==> config.mk <==
export PLATFORM = sky130hd
export DESIGN_NAME = cabe_core
export DESIGN_NICKNAME = d
export VERILOG_FILES = /design/src/hw/cabe_alu.v /design/src/hw/cabe_core.v
export VERILOG_INCLUDE_DIRS = /design/src /design/src/hw
export SDC_FILE = /design/constraint.sdc
export NUM_CORES = 1
export LEC_CHECK = 0
export BUFFER_PORTS_ARGS = -buffer_cell sky130_fd_sc_hd__buf_2
export CAP_MARGIN = 20
export CELL_PAD_IN_SITES_DETAIL_PLACEMENT = 2
export CELL_PAD_IN_SITES_GLOBAL_PLACEMENT = 2
export CORE_MARGIN = 10
export CORE_UTILIZATION = 34
export DETAILED_ROUTE_END_ITERATION = 16
export PLACE_DENSITY = 0.81
export SETUP_SLACK_MARGIN = 0.4
export SKIP_CTS_REPAIR_TIMING = 1
export SLEW_MARGIN = 20
export SYNTH_ARGS = -nofsm -noshare
export SYNTH_HDL_FRONTEND = slang
export SYNTH_SLANG_ARGS = --single-unit
==> constraint.sdc <==
create_clock -name clock_in -period 33 [get_ports clock_in]
set_input_delay 6.6 -clock clock_in [delete_from_list [all_inputs] [get_ports clock_in]]
set_output_delay 6.6 -clock clock_in [all_outputs]
set_load 0.005 [all_outputs]
==> src/hw/cabe_defs.vh <==
`ifndef CABE_DEFS_VH
`define CABE_DEFS_VH

// opcode map rows (upper nibble)
`define CABE_ROW_MUL      4'h0
`define CABE_ROW_DIV      4'h1
`define CABE_ROW_ADD_WITH_CARRY_OP     4'h2
`define CABE_ROW_SUBTRACT_WITH_BORROW_OP     4'h3
`define CABE_ROW_XOR      4'h5
`define CABE_ROW_AND      4'h6
`define CABE_ROW_OR       4'h7
`define CABE_ROW_DAA      4'h8
`define CABE_ROW_DAS      4'h9
`define CABE_ROW_BBIT     4'hb
`define CABE_ROW_INC      4'hc
`define CABE_ROW_DEC      4'hd
`define CABE_ROW_BRANCH   4'hf

// opcode map columns (lower nibble)
`define CABE_COL_INTERRUPT_RETURN_OP     4'h0
`define CABE_COL_MULDIV   4'h1
`define CABE_COL_FLAGOP   4'h1
`define CABE_COL_BYTE     4'h2
`define CABE_COL_WORD     4'h3
`define CABE_COL_ADJUST   4'h4
`define CABE_COL_XPC      4'h4

// instruction cycle counts
`define CABE_CYC_ONE      5'd1
`define CABE_CYC_BYTEOP   5'd2
`define CABE_CYC_DECADJ   5'd2
`define CABE_CYC_ADD_WITH_CARRY_OP_REG 5'd3
`define CABE_CYC_WORDOP   5'd3
`define CABE_CYC_BRANCH   5'd3
`define CABE_CYC_XPC      5'd3
`define CABE_CYC_INCDEC   5'd4
`define CABE_CYC_BBIT     5'd5
`define CABE_CYC_INTERRUPT_RETURN_OP     5'd6
`define CABE_CYC_MUL      5'd19
`define CABE_CYC_DIV      5'd21

// instruction lengths in bytes
`define CABE_LEN_ONE      16'h0001
`define CABE_LEN_BRANCH   16'h0002
`define CABE_LEN_BBIT     16'h0003

// saved status nibble layout
`define CABE_PS_N         3
`define CABE_PS_Z         2
`define CABE_PS_V         1
`define CABE_PS_C         0

// alu operation select
`define CABE_ALU_ADD8     4'h0
`define CABE_ALU_SUB8     4'h1
`define CABE_ALU_ADD16    4'h2
`define CABE_ALU_SUB16    4'h3
`define CABE_ALU_AND8     4'h4
`define CABE_ALU_OR8      4'h5
`define CABE_ALU_XOR8     4'h6
`define CABE_ALU_AND16    4'h7
`define CABE_ALU_OR16     4'h8
`define CABE_ALU_XOR16    4'h9
`define CABE_ALU_DAA      4'ha
`define CABE_ALU_DAS      4'hb

// decimal adjust constants
`define CABE_BCD_MAX      8'h99
`define CABE_BCD_NIB_MAX  4'h9
`define CABE_BCD_ADJ_HI   8'h60
`define CABE_BCD_ADJ_LO   8'h06

// quotient on divide by zero
`define CABE_DIV0_QUOT    8'hff

`endif

==> src/hw/cabe_alu.v <==
`timescale 1ns/1ps
`include "cabe_defs.vh"

module cabe_alu (
  input  wire [3:0]  op_in,
  input  wire [15:0] a_in,
  input  wire [15:0] b_in,
  input  wire        carry_in,
  input  wire        half_in,
  output reg  [15:0] res_out,
  output reg         n_out,
  output reg         z_out,
  output reg         v_out,
  output reg         c_out,
  output reg         h_out
);

  reg [16:0] wide;
  reg [4:0]  nib;
  reg [7:0]  adj;
  reg        word;

  always @* begin
    wide  = 17'h00000;
    nib   = 5'h00;
    adj   = 8'h00;
    word  = 1'b0;
    res_out = a_in;
    v_out = 1'b0;
    c_out = carry_in;
    h_out = half_in;
    case (op_in)
      `CABE_ALU_ADD8: begin
        wide = {9'h000, a_in[7:0]} + {9'h000, b_in[7:0]} + {16'h0000, carry_in};
        nib  = {1'b0, a_in[3:0]} + {1'b0, b_in[3:0]} + {4'h0, carry_in};
        res_out = {a_in[15:8], wide[7:0]};
        c_out = wide[8];
        h_out = nib[4];
        v_out = (a_in[7] == b_in[7]) && (wide[7] != a_in[7]);
      end
      `CABE_ALU_SUB8: begin
        // bit 8 of the wrapped difference is the borrow
        wide = {9'h000, a_in[7:0]} - {9'h000, b_in[7:0]} - {16'h0000, carry_in};
        nib  = {1'b0, a_in[3:0]} - {1'b0, b_in[3:0]} - {4'h0, carry_in};
        res_out = {a_in[15:8], wide[7:0]};
        c_out = wide[8];
        h_out = nib[4];
        v_out = (a_in[7] != b_in[7]) && (wide[7] != a_in[7]);
      end
      `CABE_ALU_ADD16: begin
        word = 1'b1;
        wide = {1'b0, a_in} + {1'b0, b_in} + {16'h0000, carry_in};
        res_out = wide[15:0];
        c_out = wide[16];
        v_out = (a_in[15] == b_in[15]) && (wide[15] != a_in[15]);
      end
      `CABE_ALU_SUB16: begin
        word = 1'b1;
        wide = {1'b0, a_in} - {1'b0, b_in} - {16'h0000, carry_in};
        res_out = wide[15:0];
        c_out = wide[16];
        v_out = (a_in[15] != b_in[15]) && (wide[15] != a_in[15]);
      end
      `CABE_ALU_AND8: res_out = {a_in[15:8], a_in[7:0] & b_in[7:0]};
      `CABE_ALU_OR8:  res_out = {a_in[15:8], a_in[7:0] | b_in[7:0]};
      `CABE_ALU_XOR8: res_out = {a_in[15:8], a_in[7:0] ^ b_in[7:0]};
      `CABE_ALU_AND16: begin
        word = 1'b1;
        res_out = a_in & b_in;
      end
      `CABE_ALU_OR16: begin
        word = 1'b1;
        res_out = a_in | b_in;
      end
      `CABE_ALU_XOR16: begin
        word = 1'b1;
        res_out = a_in ^ b_in;
      end
      `CABE_ALU_DAA, `CABE_ALU_DAS: begin
        // no half carry in the flags, so the adjust trusts h kept here
        c_out = carry_in || (a_in[7:0] > `CABE_BCD_MAX);
        if (c_out) begin
          adj = adj | `CABE_BCD_ADJ_HI;
        end
        if (half_in || (a_in[3:0] > `CABE_BCD_NIB_MAX)) begin
          adj = adj | `CABE_BCD_ADJ_LO;
        end
        if (op_in == `CABE_ALU_DAA) begin
          res_out = {a_in[15:8], a_in[7:0] + adj};
          v_out = !a_in[7] && res_out[7];
        end else begin
          res_out = {a_in[15:8], a_in[7:0] - adj};
          v_out = a_in[7] && !res_out[7];
        end
      end
      default: res_out = a_in;
    endcase
    n_out = word ? res_out[15] : res_out[7];
    z_out = word ? (res_out == 16'h0000) : (res_out[7:0] == 8'h00);
  end

endmodule

==> src/hw/cabe_core.v <==
`timescale 1ns/1ps
`include "cabe_defs.vh"

module cabe_core (
  input  wire        clock_in,
  input  wire        srst_in,
  input  wire        start_in,
  input  wire [7:0]  opcode_in,
  input  wire [7:0]  rel_offset_in,
  input  wire [7:0]  bit_data_in,
  input  wire [15:0] saved_pc_in,
  input  wire [3:0]  saved_flags_in,
  input  wire        byte_load_in,
  input  wire        word_load_in,
  input  wire [15:0] load_data_in,
  input  wire        gr_load_in,
  input  wire [2:0]  gr_load_index_in,
  input  wire [7:0]  gr_load_data_in,
  input  wire [2:0]  gr_sel_in,
  output reg         busy_out,
  output reg         done_out,
  output reg  [15:0] acc_out,
  output reg  [15:0] temp_out,
  output reg  [15:0] pc_out,
  output reg         flag_n_out,
  output reg         flag_z_out,
  output reg         flag_v_out,
  output reg         flag_c_out,
  output reg  [7:0]  gr_out
);

  localparam ST_IDLE = 1'b0;
  localparam ST_RUN  = 1'b1;

  reg        state;
  reg [4:0]  cnt;
  reg        half;
  reg [7:0]  gr [0:7];
  integer    i;

  // results held from acceptance until the last cycle
  reg [15:0] p_acc;
  reg [15:0] p_temp;
  reg [15:0] p_pc;
  reg        p_n;
  reg        p_z;
  reg        p_v;
  reg        p_c;
  reg        p_half;
  reg        p_gr_we;
  reg [2:0]  p_gr_idx;
  reg [7:0]  p_gr_val;

  reg [3:0]  alu_op;
  reg [15:0] alu_a;
  reg [15:0] alu_b;
  reg        alu_cin;
  wire [15:0] alu_res;
  wire       alu_n;
  wire       alu_z;
  wire       alu_v;
  wire       alu_c;
  wire       alu_h;

  reg [15:0] next_acc;
  reg [15:0] next_temp;
  reg [15:0] next_pc;
  reg        next_n;
  reg        next_z;
  reg        next_v;
  reg        next_c;
  reg        next_half;
  reg        next_gr_we;
  reg [7:0]  next_gr_val;
  reg [4:0]  next_cyc;
  reg        bit_val;

  wire [3:0] row = opcode_in[7:4];
  wire [3:0] col = opcode_in[3:0];

  function [15:0] rel_target;
    input [15:0] pc;
    input [15:0] len;
    input [7:0]  rel;
    begin
      rel_target = pc + len + {{8{rel[7]}}, rel};
    end
  endfunction

  function br_taken;
    input [2:0] sel;
    input       n;
    input       z;
    input       v;
    input       c;
    begin
      case (sel)
        3'h0:    br_taken = !c;
        3'h1:    br_taken = c;
        3'h2:    br_taken = !n;
        3'h3:    br_taken = n;
        3'h4:    br_taken = !z;
        3'h5:    br_taken = z;
        3'h6:    br_taken = !(v ^ n);
        default: br_taken = v ^ n;
      endcase
    end
  endfunction

  cabe_alu u_alu (
    .op_in    (alu_op),
    .a_in     (alu_a),
    .b_in     (alu_b),
    .carry_in (alu_cin),
    .half_in  (half),
    .res_out  (alu_res),
    .n_out    (alu_n),
    .z_out    (alu_z),
    .v_out    (alu_v),
    .c_out    (alu_c),
    .h_out    (alu_h)
  );

  // operand steering, decoded by map row then column
  always @* begin
    alu_op  = `CABE_ALU_ADD8;
    alu_a   = acc_out;
    alu_b   = {8'h00, gr[opcode_in[2:0]]};
    alu_cin = flag_c_out;
    case (row)
      `CABE_ROW_ADD_WITH_CARRY_OP: begin
        if (col == `CABE_COL_BYTE) begin
          alu_b = temp_out;
        end else if (col == `CABE_COL_WORD) begin
          alu_op = `CABE_ALU_ADD16;
          alu_b  = temp_out;
        end
      end
      `CABE_ROW_SUBTRACT_WITH_BORROW_OP: begin
        alu_op = `CABE_ALU_SUB8;
        if (col == `CABE_COL_BYTE) begin
          alu_a = {acc_out[15:8], temp_out[7:0]};
          alu_b = acc_out;
        end else if (col == `CABE_COL_WORD) begin
          alu_op = `CABE_ALU_SUB16;
          alu_a  = temp_out;
          alu_b  = acc_out;
        end
      end
      `CABE_ROW_XOR: begin
        alu_b  = temp_out;
        alu_op = (col == `CABE_COL_WORD) ? `CABE_ALU_XOR16 : `CABE_ALU_XOR8;
      end
      `CABE_ROW_AND: begin
        alu_b  = temp_out;
        alu_op = (col == `CABE_COL_WORD) ? `CABE_ALU_AND16 : `CABE_ALU_AND8;
      end
      `CABE_ROW_OR: begin
        alu_b  = temp_out;
        alu_op = (col == `CABE_COL_WORD) ? `CABE_ALU_OR16 : `CABE_ALU_OR8;
      end
      `CABE_ROW_DAA: alu_op = `CABE_ALU_DAA;
      `CABE_ROW_DAS: alu_op = `CABE_ALU_DAS;
      `CABE_ROW_INC, `CABE_ROW_DEC: begin
        alu_op  = (row == `CABE_ROW_INC) ? `CABE_ALU_ADD8 : `CABE_ALU_SUB8;
        alu_a   = {8'h00, gr[opcode_in[2:0]]};
        alu_b   = 16'h0001;
        alu_cin = 1'b0;
      end
      default: alu_op = `CABE_ALU_ADD8;
    endcase
  end

  // architectural effect of the opcode on the current state
  always @* begin
    next_acc    = acc_out;
    next_temp   = temp_out;
    next_pc     = pc_out + `CABE_LEN_ONE;
    next_n      = flag_n_out;
    next_z      = flag_z_out;
    next_v      = flag_v_out;
    next_c      = flag_c_out;
    next_half   = half;
    next_gr_we  = 1'b0;
    next_gr_val = alu_res[7:0];
    next_cyc    = `CABE_CYC_ONE;
    bit_val     = bit_data_in[opcode_in[2:0]];
    case (row)
      `CABE_ROW_ADD_WITH_CARRY_OP, `CABE_ROW_SUBTRACT_WITH_BORROW_OP: begin
        if (opcode_in[3] || col == `CABE_COL_BYTE ||
            col == `CABE_COL_WORD) begin
          next_acc  = alu_res;
          next_n    = alu_n;
          next_z    = alu_z;
          next_v    = alu_v;
          next_c    = alu_c;
          next_half = alu_h;
          if (opcode_in[3]) begin
            next_cyc = `CABE_CYC_ADD_WITH_CARRY_OP_REG;
          end else if (col == `CABE_COL_BYTE) begin
            next_cyc = `CABE_CYC_BYTEOP;
          end else begin
            next_cyc = `CABE_CYC_WORDOP;
          end
        end else if (row == `CABE_ROW_SUBTRACT_WITH_BORROW_OP && col == `CABE_COL_INTERRUPT_RETURN_OP) begin
          next_pc  = saved_pc_in;
          next_n   = saved_flags_in[`CABE_PS_N];
          next_z   = saved_flags_in[`CABE_PS_Z];
          next_v   = saved_flags_in[`CABE_PS_V];
          next_c   = saved_flags_in[`CABE_PS_C];
          next_cyc = `CABE_CYC_INTERRUPT_RETURN_OP;
        end
      end
      `CABE_ROW_XOR, `CABE_ROW_AND, `CABE_ROW_OR: begin
        if (col == `CABE_COL_BYTE || col == `CABE_COL_WORD) begin
          next_acc = alu_res;
          next_n   = alu_n;
          next_z   = alu_z;
          next_v   = 1'b0;
          next_cyc = (col == `CABE_COL_WORD) ? `CABE_CYC_WORDOP
                                              : `CABE_CYC_BYTEOP;
        end
      end
      `CABE_ROW_DAA, `CABE_ROW_DAS: begin
        if (col == `CABE_COL_ADJUST) begin
          next_acc = alu_res;
          next_n   = alu_n;
          next_z   = alu_z;
          next_v   = alu_v;
          next_c   = alu_c;
          next_cyc = `CABE_CYC_DECADJ;
        end else if (col == `CABE_COL_FLAGOP) begin
          next_c = (row == `CABE_ROW_DAS);
        end
      end
      `CABE_ROW_MUL: begin
        if (col == `CABE_COL_MULDIV) begin
          next_acc = acc_out[7:0] * temp_out[7:0];
          next_cyc = `CABE_CYC_MUL;
        end
      end
      `CABE_ROW_DIV: begin
        if (col == `CABE_COL_MULDIV) begin
          // upper bytes forced to zero, so a wide quotient is truncated
          if (acc_out[7:0] == 8'h00) begin
            next_acc  = {8'h00, `CABE_DIV0_QUOT};
            next_temp = {8'h00, temp_out[7:0]};
          end else begin
            next_acc  = (temp_out / {8'h00, acc_out[7:0]}) & 16'h00ff;
            next_temp = temp_out % {8'h00, acc_out[7:0]};
          end
          next_cyc = `CABE_CYC_DIV;
        end
      end
      `CABE_ROW_BBIT: begin
        next_z   = !bit_val;
        next_cyc = `CABE_CYC_BBIT;
        next_pc  = pc_out + `CABE_LEN_BBIT;
        if (bit_val == opcode_in[3]) begin
          next_pc = rel_target(pc_out, `CABE_LEN_BBIT, rel_offset_in);
        end
      end
      `CABE_ROW_INC, `CABE_ROW_DEC: begin
        if (opcode_in[3]) begin
          next_gr_we = 1'b1;
          next_n     = alu_n;
          next_z     = alu_z;
          next_v     = alu_v;
          next_cyc   = `CABE_CYC_INCDEC;
        end
      end
      `CABE_ROW_BRANCH: begin
        if (opcode_in[3]) begin
          next_cyc = `CABE_CYC_BRANCH;
          next_pc  = pc_out + `CABE_LEN_BRANCH;
          if (br_taken(opcode_in[2:0], flag_n_out, flag_z_out,
                       flag_v_out, flag_c_out)) begin
            next_pc = rel_target(pc_out, `CABE_LEN_BRANCH,
                                 rel_offset_in);
          end
        end else if (col == `CABE_COL_XPC) begin
          next_pc  = acc_out;
          next_acc = pc_out + `CABE_LEN_ONE;
          next_cyc = `CABE_CYC_XPC;
        end
      end
      default: next_cyc = `CABE_CYC_ONE;
    endcase
  end

  always @(posedge clock_in) begin
    if (srst_in) begin
      state      <= ST_IDLE;
      cnt        <= 5'd0;
      half       <= 1'b0;
      busy_out   <= 1'b0;
      done_out   <= 1'b0;
      acc_out    <= 16'h0000;
      temp_out   <= 16'h0000;
      pc_out     <= 16'h0000;
      flag_n_out <= 1'b0;
      flag_z_out <= 1'b0;
      flag_v_out <= 1'b0;
      flag_c_out <= 1'b0;
      gr_out     <= 8'h00;
      p_acc      <= 16'h0000;
      p_temp     <= 16'h0000;
      p_pc       <= 16'h0000;
      p_n        <= 1'b0;
      p_z        <= 1'b0;
      p_v        <= 1'b0;
      p_c        <= 1'b0;
      p_half     <= 1'b0;
      p_gr_we    <= 1'b0;
      p_gr_idx   <= 3'h0;
      p_gr_val   <= 8'h00;
      for (i = 0; i < 8; i = i + 1) begin
        gr[i] <= 8'h00;
      end
    end else begin
      done_out <= 1'b0;
      gr_out   <= gr[gr_sel_in];
      case (state)
        ST_IDLE: begin
          if (start_in) begin
            // results fixed now; loads are refused while busy
            p_acc    <= next_acc;
            p_temp   <= next_temp;
            p_pc     <= next_pc;
            p_n      <= next_n;
            p_z      <= next_z;
            p_v      <= next_v;
            p_c      <= next_c;
            p_half   <= next_half;
            p_gr_we  <= next_gr_we;
            p_gr_idx <= opcode_in[2:0];
            p_gr_val <= next_gr_val;
            cnt      <= next_cyc;
            busy_out <= 1'b1;
            state    <= ST_RUN;
          end else begin
            if (byte_load_in) begin
              acc_out[7:0]  <= load_data_in[7:0];
              temp_out[7:0] <= acc_out[7:0];
              flag_n_out    <= load_data_in[7];
              flag_z_out    <= (load_data_in[7:0] == 8'h00);
            end else if (word_load_in) begin
              acc_out    <= load_data_in;
              temp_out   <= acc_out;
              flag_n_out <= load_data_in[15];
              flag_z_out <= (load_data_in == 16'h0000);
            end
            if (gr_load_in) begin
              gr[gr_load_index_in] <= gr_load_data_in;
            end
          end
        end
        ST_RUN: begin
          if (cnt == `CABE_CYC_ONE) begin
            acc_out    <= p_acc;
            temp_out   <= p_temp;
            pc_out     <= p_pc;
            flag_n_out <= p_n;
            flag_z_out <= p_z;
            flag_v_out <= p_v;
            flag_c_out <= p_c;
            half       <= p_half;
            if (p_gr_we) begin
              gr[p_gr_idx] <= p_gr_val;
            end
            done_out <= 1'b1;
            busy_out <= 1'b0;
            state    <= ST_IDLE;
          end else begin
            cnt <= cnt - `CABE_CYC_ONE;
          end
        end
        default: state <= ST_IDLE;
      endcase
    end
  end

endmodule

==> results.py, run 1 <==
metrics = {
    "status": {
        "outcome": "finished, final reports clean",
    },
    "timing": {
        "slew_violations": 0,
        "finalSetupViolations": 0,
        "setup_tns_ns": 0,
        "fmax_mhz": 31.3,
        "max-slew-margin-rel_pct": 14.4,
        "fin_crit_ns": 31.92,
        "final-hold-violation-count": 0,
        "layout_worst_path_cycle_share_pct": 96.7,
        "tightestPinTransition_ns": 1.27,
        "skew_ns": 0.0140,
    },
    "setup_path": {
        "end_kind": "flop",
        "crit_arrival_ns": 32.28,
        "start_kind": "flop",
        "worstPathRequired_ns": 33.36,
        "cpPeakStageDelay_ns": 0.51,
        "worstSetupPathType": "flop to flop",
        "cp_slowest_cell": "or4b_1",
        "path_common_cell": "o21a_1",
        "critical_path_peak_fanout": 16,
    },
    "die": {
        "die_h_um": 288,
        "die_w_um": 288,
        "rows": 98,
        "dieArea_um2": 83100,
        "core_um2": 71400,
        "start_util_pct": 34.3,
        "ios": 142,
    },
    "hold_path": {
        "hp-class": "flop to flop",
    },
    "synth": {
        "synth_edf_count": 64,
        "yosysTopAreaCell": "ha_1",
        "ys_ff_latch": 198,
        "ys_async_sr_fraction_pct": 0,
        "synth_flop_cell": "dfxtp_1",
        "yosys_warnings": 0,
        "synthTopCellsByArea": "ha_1, dfxtp_1, edfxtp_1, nor2_1, a21oi_1",
        "ys_seq_area_share_pct": 18.8,
        "syn_area_um2": 24500,
        "synth_top_area_share_pct": 12.6,
        "synth.top_cells.by_count": "nor2_1, nand2_1, a21oi_1",
        "ys_types": 101,
        "avgSynthCellArea_um2": 7.71,
        "synth_nets": 3546,
        "syn_inst": 3175,
        "synth.most_common_cell": "nor2_1",
    },
    "global_route": {
        "grt_pass1_wl_um": 178000,
        "grt.total_usage_pct": 27.4,
        "grt-busiest-layer": "met2",
        "use_met1_pct": 33.8,
        "grt_max_degree": 77,
        "grtUsageMet3_pct": 4.38,
        "antenna_found_initial": 3,
        "grt-ovfl-total": 0,
        "first_global_vias": 28900,
        "globalRouteMet2Util_pct": 46.5,
    },
    "routing": {
        "dr.pass1.iters": 6,
        "routed_wl_um": 120000,
        "ant_nets": 0,
        "dr_total_vias": 26700,
        "wl_per_cell_um": 28.3,
        "vias_per_cell": 6.30,
        "drtIter0Drc": 2213,
        "drc": 0,
    },
    "cts": {
        "numCtsBuffers": 17,
        "clk_path_buf_depth": 2,
        "cts_root_buf": "clkbuf_16",
        "clkTransAtPathRegs_ns": 0.08,
        "h-tree-depth": 4,
        "cts_tree": "built",
        "cts_sinks": 198,
        "insertion_delay_ns": 0.49,
    },
    "place": {
        "gp_congestion": 0.948,
        "dp_hpwl_um": 90200,
        "io_buffer_count": 141,
    },
    "layout": {
        "layout.nets": 3635,
        "final_util_pct": 38.6,
        "synthToLayoutAreaGrowth_pct": 12.6,
        "drive_above_1_share_pct": 13.8,
    },
    "run": {
        "maxCapViolCount": 0,
    },
}
[sequential cells by signal, summed over array words and instances, names as in the netlist, 3 cells and up]
register,count
p_pc,16
acc_out,16
gr_out,8
gr,64
p_gr_val,8
p_acc,16
temp_out,16
p_temp,16
p_gr_idx,3
pc_out,16
cnt,5
[area by class of cell]
cell class              count  area (µm²)
diodes                      5        12.5
inverters                 203         762
repair buffers            248        1540
clock buffers              18         439
flip-flops and latches    198        4610
multi-input cells        2596       18800
well taps                 950        1190
clock inverters            14         160
fillers                  8205       43800
[stage by stage]
| stage | area, µm² | hold WS (ns) | setup WS, ns | cells |
|---|---|---|---|---|
| final | 27600 | 0.461 | 1.08 | 4232 |
| after global routing | 27500 | 0.485 | -0.569 | 4229 |
| after global placement | 26300 | 0.437 | 0.350 | 4161 |
| after detailed placement | 26300 | 0.450 | -2.04 | 4161 |
| after CTS | 26900 | 0.461 | -2.45 | 4193 |
| after floorplan | 24500 | 0.415 | 1.84 | 3175 |
[routing by layer]
layer	up-vias	wire length [µm]
li1	11700	-
met4	2	5190
met3	322	7340
met5	-	11
met1	13600	49500
met2	1016	57700
[worst paths after layout]
path | cells after the start | start | slack (ns) | endpoint
worst max-delay path | 142 | acc_out[7] | 1.08 | p_temp[5]
worst min-delay path | 2 | p_pc[7] | 0.46 | pc_out[7]
worst max register to register | 142 | acc_out[7] | 1.08 | p_temp[5]
worst min register to register | 2 | p_pc[7] | 0.46 | pc_out[7]
[cell families after synthesis]
kind of cell / synth area share [%]
AND/OR/NAND/NOR: 19.5
adder cells (fa/ha/maj): 16.3
flip-flops: 18.8
multiplexers: 8.46
buffers and inverters: 5.92
AO/OA/AOI/OAI: 25.5
XOR/XNOR: 5.58
[critical path, delay by kind of cell (launching register included)]
kind,cells,cell delay (ns)
AO/OA/AOI/OAI,77,15.94
adder cells (fa/ha/maj),15,4.91
buffers and inverters,7,1.15
flip-flops,1,0.34
multiplexers,4,1.26
AND/OR/NAND/NOR,39,8.12
[cells in the final DEF, fill, tap and decap left out, types with 35 or more instances in the layout]
master / n
nor2_1: 368
nand2_1: 294
a21oi_1: 261
ha_1: 244
inv_1: 201
o21ai_0: 175
buf_2: 140
dfxtp_1: 133
xnor2_1: 108
mux2i_1: 105
buf_4: 104
nor3_1: 102
edfxtp_1: 64
o21a_1: 55
a211oi_1: 55
nand3_1: 47
xor2_1: 47
fa_1: 45
a21o_1: 36
nand2b_1: 35
o221ai_1: 35
Power of run 1 is left out: the tool's default activity adds up to more than one toggle a clock period on the data nets, which glitch-free logic cannot reach.
==> run 2, diff against run 1 <==
- CORE_ASPECT_RATIO: not set -> 0.9
- PLACE_DENSITY: 0.81 -> not set
- PLACE_DENSITY_LB_ADDON: not set -> 0.1
==> run 2 against run 1 <==
  * Register-to-register slack gained 0.91 ns
  * First-iteration DRC count shrank 12%
  * Maximum frequency grew 2.9%
  * Critical path depth grew 1
  * Clock skew grew 0.020 ns
  * Final cell count grew 0.45%
  * Global-route usage grew 1.6 points
  * Sequential share of layout area shrank 0.11 points
  * Cell area grew 0.64%
  * Flip-flop and latch count is the same
==> results.py, run 2 (synthesis results as in run 1) <==
metrics = {
    "global_route": {
        "grt_pass1_wl_um": 183000,
        "grt_max_degree": 59,
        "grt-ovfl-total": 0,
        "grt.total_usage_pct": 29.0,
        "antenna_found_initial": 7,
        "first_global_vias": 27800,
    },
    "timing": {
        "setup_tns_ns": 0,
        "finalSetupViolations": 0,
        "tightestPinTransition_ns": 1.20,
        "layout_worst_path_cycle_share_pct": 94.0,
        "max-slew-margin-rel_pct": 19.9,
        "skew_ns": 0.0344,
        "final-hold-violation-count": 0,
        "rsz0062_at_grt": "no",
        "slew_violations": 0,
        "fin_crit_ns": 31.01,
        "fmax_mhz": 32.2,
    },
    "place": {
        "io_buffer_count": 141,
        "dp_hpwl_um": 96500,
        "gp_congestion": 0.951,
    },
    "routing": {
        "vias_per_cell": 6.20,
        "drc": 0,
        "ant_nets": 0,
        "wl_per_cell_um": 29.4,
        "routed_wl_um": 125000,
        "drtIter0Drc": 1950,
        "dr.pass1.iters": 5,
        "dr_total_vias": 26400,
    },
    "die": {
        "die_h_um": 275,
        "ios": 142,
        "core_um2": 71400,
        "rows": 93,
        "start_util_pct": 34.3,
        "die_w_um": 303,
        "dieArea_um2": 83100,
    },
    "cts": {
        "clkTransAtPathRegs_ns": 0.11,
        "cts_root_buf": "clkbuf_16",
        "h-tree-depth": 4,
        "numCtsBuffers": 17,
        "cts_sinks": 198,
        "cts_tree": "built",
        "clk_path_buf_depth": 2,
        "insertion_delay_ns": 0.50,
    },
    "layout": {
        "largest_register_ff_count": 64,
        "final_common_cell": "nor2_1",
        "layout.nets": 3657,
        "synthToLayoutAreaGrowth_pct": 13.3,
        "drive_above_1_share_pct": 14.5,
        "regMostFlops": "gr",
        "mostFrequentLayoutCells": "nor2_1, nand2_1, a21oi_1",
    },
    "setup_path": {
        "critical_path_peak_fanout": 16,
        "cp_slowest_cell": "or4b_1",
        "crit_arrival_ns": 31.43,
        "cpPeakStageDelay_ns": 0.52,
        "path_common_cell": "o21a_1",
        "worstSetupPathType": "flop to flop",
        "start_kind": "flop",
        "worstPathRequired_ns": 33.42,
        "end_kind": "flop",
    },
    "status": {
        "outcome": "finished, final reports clean",
    },
    "run": {
        "maxCapViolCount": 0,
    },
    "hold_path": {
        "hp-class": "flop to flop",
    },
}
## run 2: changes by cell type in the layout (fill, tap and decap cells not counted), sizes merged
| cell | before | now |
|---|---|---|
| buf | 248 | 269 |
| diode | 5 | 2 |
| clkbuf | 18 | 17 |
| inv | 210 | 211 |
| nand2 | 303 | 304 |
## run 2: final timing paths
path,startpoint,endpoint,slack (ns),cells after the start
setup / recovery,acc_out[4],p_temp[10],1.99,143
hold / removal,p_pc[0],pc_out[0],0.46,2
setup reg to reg,acc_out[4],p_temp[10],1.99,143
hold reg to reg,p_pc[0],pc_out[0],0.46,2
## run 2: through the flow
stage          instances  utilization (%)  hold slack (ns)  area, µm²  worst slack, ns
4_1_cts             4214             37.9            0.462      27100            -1.42
5_1_grt             4249             38.8            0.486      27700           0.0552
3_3_place_gp        4182             37.0            0.438      26500            0.655
3_5_place_dp        4182             37.0            0.452      26500            -1.31
6_report            4251             38.8            0.460      27700             1.99
2_1_floorplan       3175                -            0.415      24500             1.84
## run 2: routing by layer
metal  vias to the layer above  global-route usage [%]  routed length [µm]
met1                     13700                    41.3               59300
met3                       148                    5.87                8810
li1                      11700                       -                   -
met4                         0                    6.77                2720
met2                       815                    44.2               54000
met5                         -                       0                   0
## run 2: area by class of cell
cell class                      count  area (µm²)
Multi-Input combinational cell   2597       18900
Antenna cell                        2        5.00
Sequential cell                   198        4610
Clock buffer                       17         425
Tap cell                          950        1190
Inverter                          203         762
Timing Repair Buffer              269        1680
Clock inverter                     15         189
Fill cell                        8290       43700
## run 2: critical path, delay by kind of cell (launching register included)
| kind | cells | cell delay [ns] |
|---|---|---|
| fa+ha+maj | 15 | 4.84 |
| mux | 7 | 2.20 |
| flops | 1 | 0.36 |
| simple gates | 35 | 6.69 |
| buf+inv | 13 | 2.03 |
| compound gates | 73 | 14.78 |
Power of run 2 is left out for the same reason.
==> run 3, diff against run 2 <==
- CORE_UTILIZATION: 34 -> 38
- clock period: 33 -> 35.3 ns (I/O delays scaled with it)
==> run 3 against run 2 <==
  * First-iteration DRC count increased by 14%
  * Via count decreased by 0.65%
  * Cell area decreased by 2.3%
  * Clock skew decreased by 0.021 ns
  * Critical path depth decreased by 1
  * Core utilization increased by 3.6 points
  * Clock-buffer cell count increased by 1
  * Flip-flop and latch count unchanged
  * Worst hold slack got worse by 0.0021 ns
==> results.py, run 3 (synthesis results as in run 1) <==
metrics = {
    "layout": {
        "fillCellCount": 7379,
        "mostFrequentLayoutCells": "nor2_1, nand2_1, a21oi_1",
        "largest_register_ff_count": 64,
        "synthToLayoutAreaGrowth_pct": 10.8,
        "final_common_cell": "nor2_1",
        "final_cells": 4119,
        "layout.nets": 3620,
        "regMostFlops": "gr",
        "final_util_pct": 42.4,
        "multi_input_area_um2": 18700,
        "drive_above_1_share_pct": 12.5,
        "regArea_um2": 4610,
    },
    "setup_path": {
        "cp_slowest_cell": "o41a_1",
        "start_kind": "flop",
        "worstSetupPathType": "flop to flop",
        "cpPeakStageDelay_ns": 0.55,
        "crit_arrival_ns": 33.11,
        "critical_path_peak_fanout": 19,
        "r2r.worst_path.cells": 142,
        "worstPathRequired_ns": 35.66,
        "end_kind": "flop",
        "path_common_cell": "o21a_1",
    },
    "cts": {
        "cts_root_buf": "clkbuf_16",
        "numCtsBuffers": 17,
        "cts_sinks": 198,
        "h-tree-depth": 4,
        "insertion_delay_ns": 0.48,
        "clk_path_buf_depth": 2,
        "clkTransAtPathRegs_ns": 0.09,
        "cts_tree": "built",
    },
    "die": {
        "dieArea_um2": 75000,
        "core_um2": 64000,
        "die_h_um": 261,
        "rows": 88,
        "die_w_um": 288,
        "ios": 142,
        "start_util_pct": 38.3,
    },
    "hold_path": {
        "hp-class": "flop to flop",
        "worstHoldPathCells": 2,
    },
    "routing": {
        "vias_per_cell": 6.36,
        "drc": 0,
        "drtIter0Drc": 2232,
        "dr_total_vias": 26200,
        "ant_nets": 0,
        "routed_wl_um": 121000,
        "dr.pass1.iters": 5,
        "wl_per_cell_um": 29.4,
    },
    "timing": {
        "fmax_mhz": 30.5,
        "hold_slack_ns": 0.458,
        "setup_tns_ns": 0,
        "final-hold-violation-count": 0,
        "layout_worst_path_cycle_share_pct": 92.8,
        "fin_crit_ns": 32.76,
        "max-slew-margin-rel_pct": 18.1,
        "slew_violations": 0,
        "skew_ns": 0.0134,
        "tightestPinTransition_ns": 1.21,
        "finalSetupViolations": 0,
        "rsz0062_at_grt": "no",
    },
    "place": {
        "dp_hpwl_um": 93900,
        "dpl.cell_count": 4069,
        "io_buffer_count": 141,
        "gp_congestion": 0.968,
    },
    "global_route": {
        "grt_max_degree": 64,
        "grt-ovfl-total": 0,
        "first_global_vias": 27500,
        "antenna_found_initial": 3,
        "grt_pass1_wl_um": 180000,
        "grt.total_usage_pct": 31.2,
    },
    "run": {
        "maxCapViolCount": 0,
    },
    "status": {
        "outcome": "finished, final reports clean",
    },
}
## run 3: cell count changes in the layout (fill, tap and decap cells not counted), moves of 3 or more
cell     delta
nor2_1      +6
or2_4       -3
inv_12      -4
o21ai_1     -4
nand2_2     -4
o21ai_0     +5
nor2_2      -6
a21oi_1    +12
a21oi_2    -11
nand2_1     +3
inv_6       +3
buf_4      -34
## run 3: per-stage QoR
| stage | worst slack [ns] | instance area, µm² |
|---|---|---|
| 5_1_grt | 0.278 | 27100 |
| 6_report | 2.54 | 27100 |
| 3_5_place_dp | -1.47 | 26200 |
| 3_3_place_gp | 0.988 | 26200 |
| 4_1_cts | -1.57 | 26800 |
| 2_1_floorplan | 4.14 | 24500 |
## run 3: worst max-delay path, delay by kind of cell (launching register included)
kind                     cells  cell delay, ns
AO/OA/AOI/OAI               77           16.84
adder cells (fa/ha/maj)     15            4.62
buffers and inverters       10            1.58
flip-flops                   1            0.35
multiplexers                 4            1.27
AND/OR/NAND/NOR             36            7.94
## run 3: worst paths after layout
path                   start    endpoint  slack [ns]
hold / removal       p_pc[1]   pc_out[1]        0.46
setup / recovery  acc_out[7]  p_temp[15]        2.54
setup reg to reg  acc_out[7]  p_temp[15]        2.54
hold reg to reg      p_pc[1]   pc_out[1]        0.46
## run 3: area by class of cell
| cell class | instances | share of cell area (%) |
|---|---|---|
| multi-input cells | 2595 | 69.0 |
| flip-flops and latches | 198 | 17.0 |
| repair buffers | 234 | 5.18 |
| well taps | 855 | 3.95 |
| inverters | 203 | 2.81 |
| clock buffers | 18 | 1.58 |
| clock inverters | 14 | 0.494 |
| diodes | 2 | 0.0185 |
## run 3: per-layer routing
layer  track usage [%]  part of all wire, %
met3              5.91                  7.2
met4              7.11                  2.2
met5                 0                0.011
met1              44.3                   47
met2              48.1                   43
Power of run 3 is left out for the same reason.
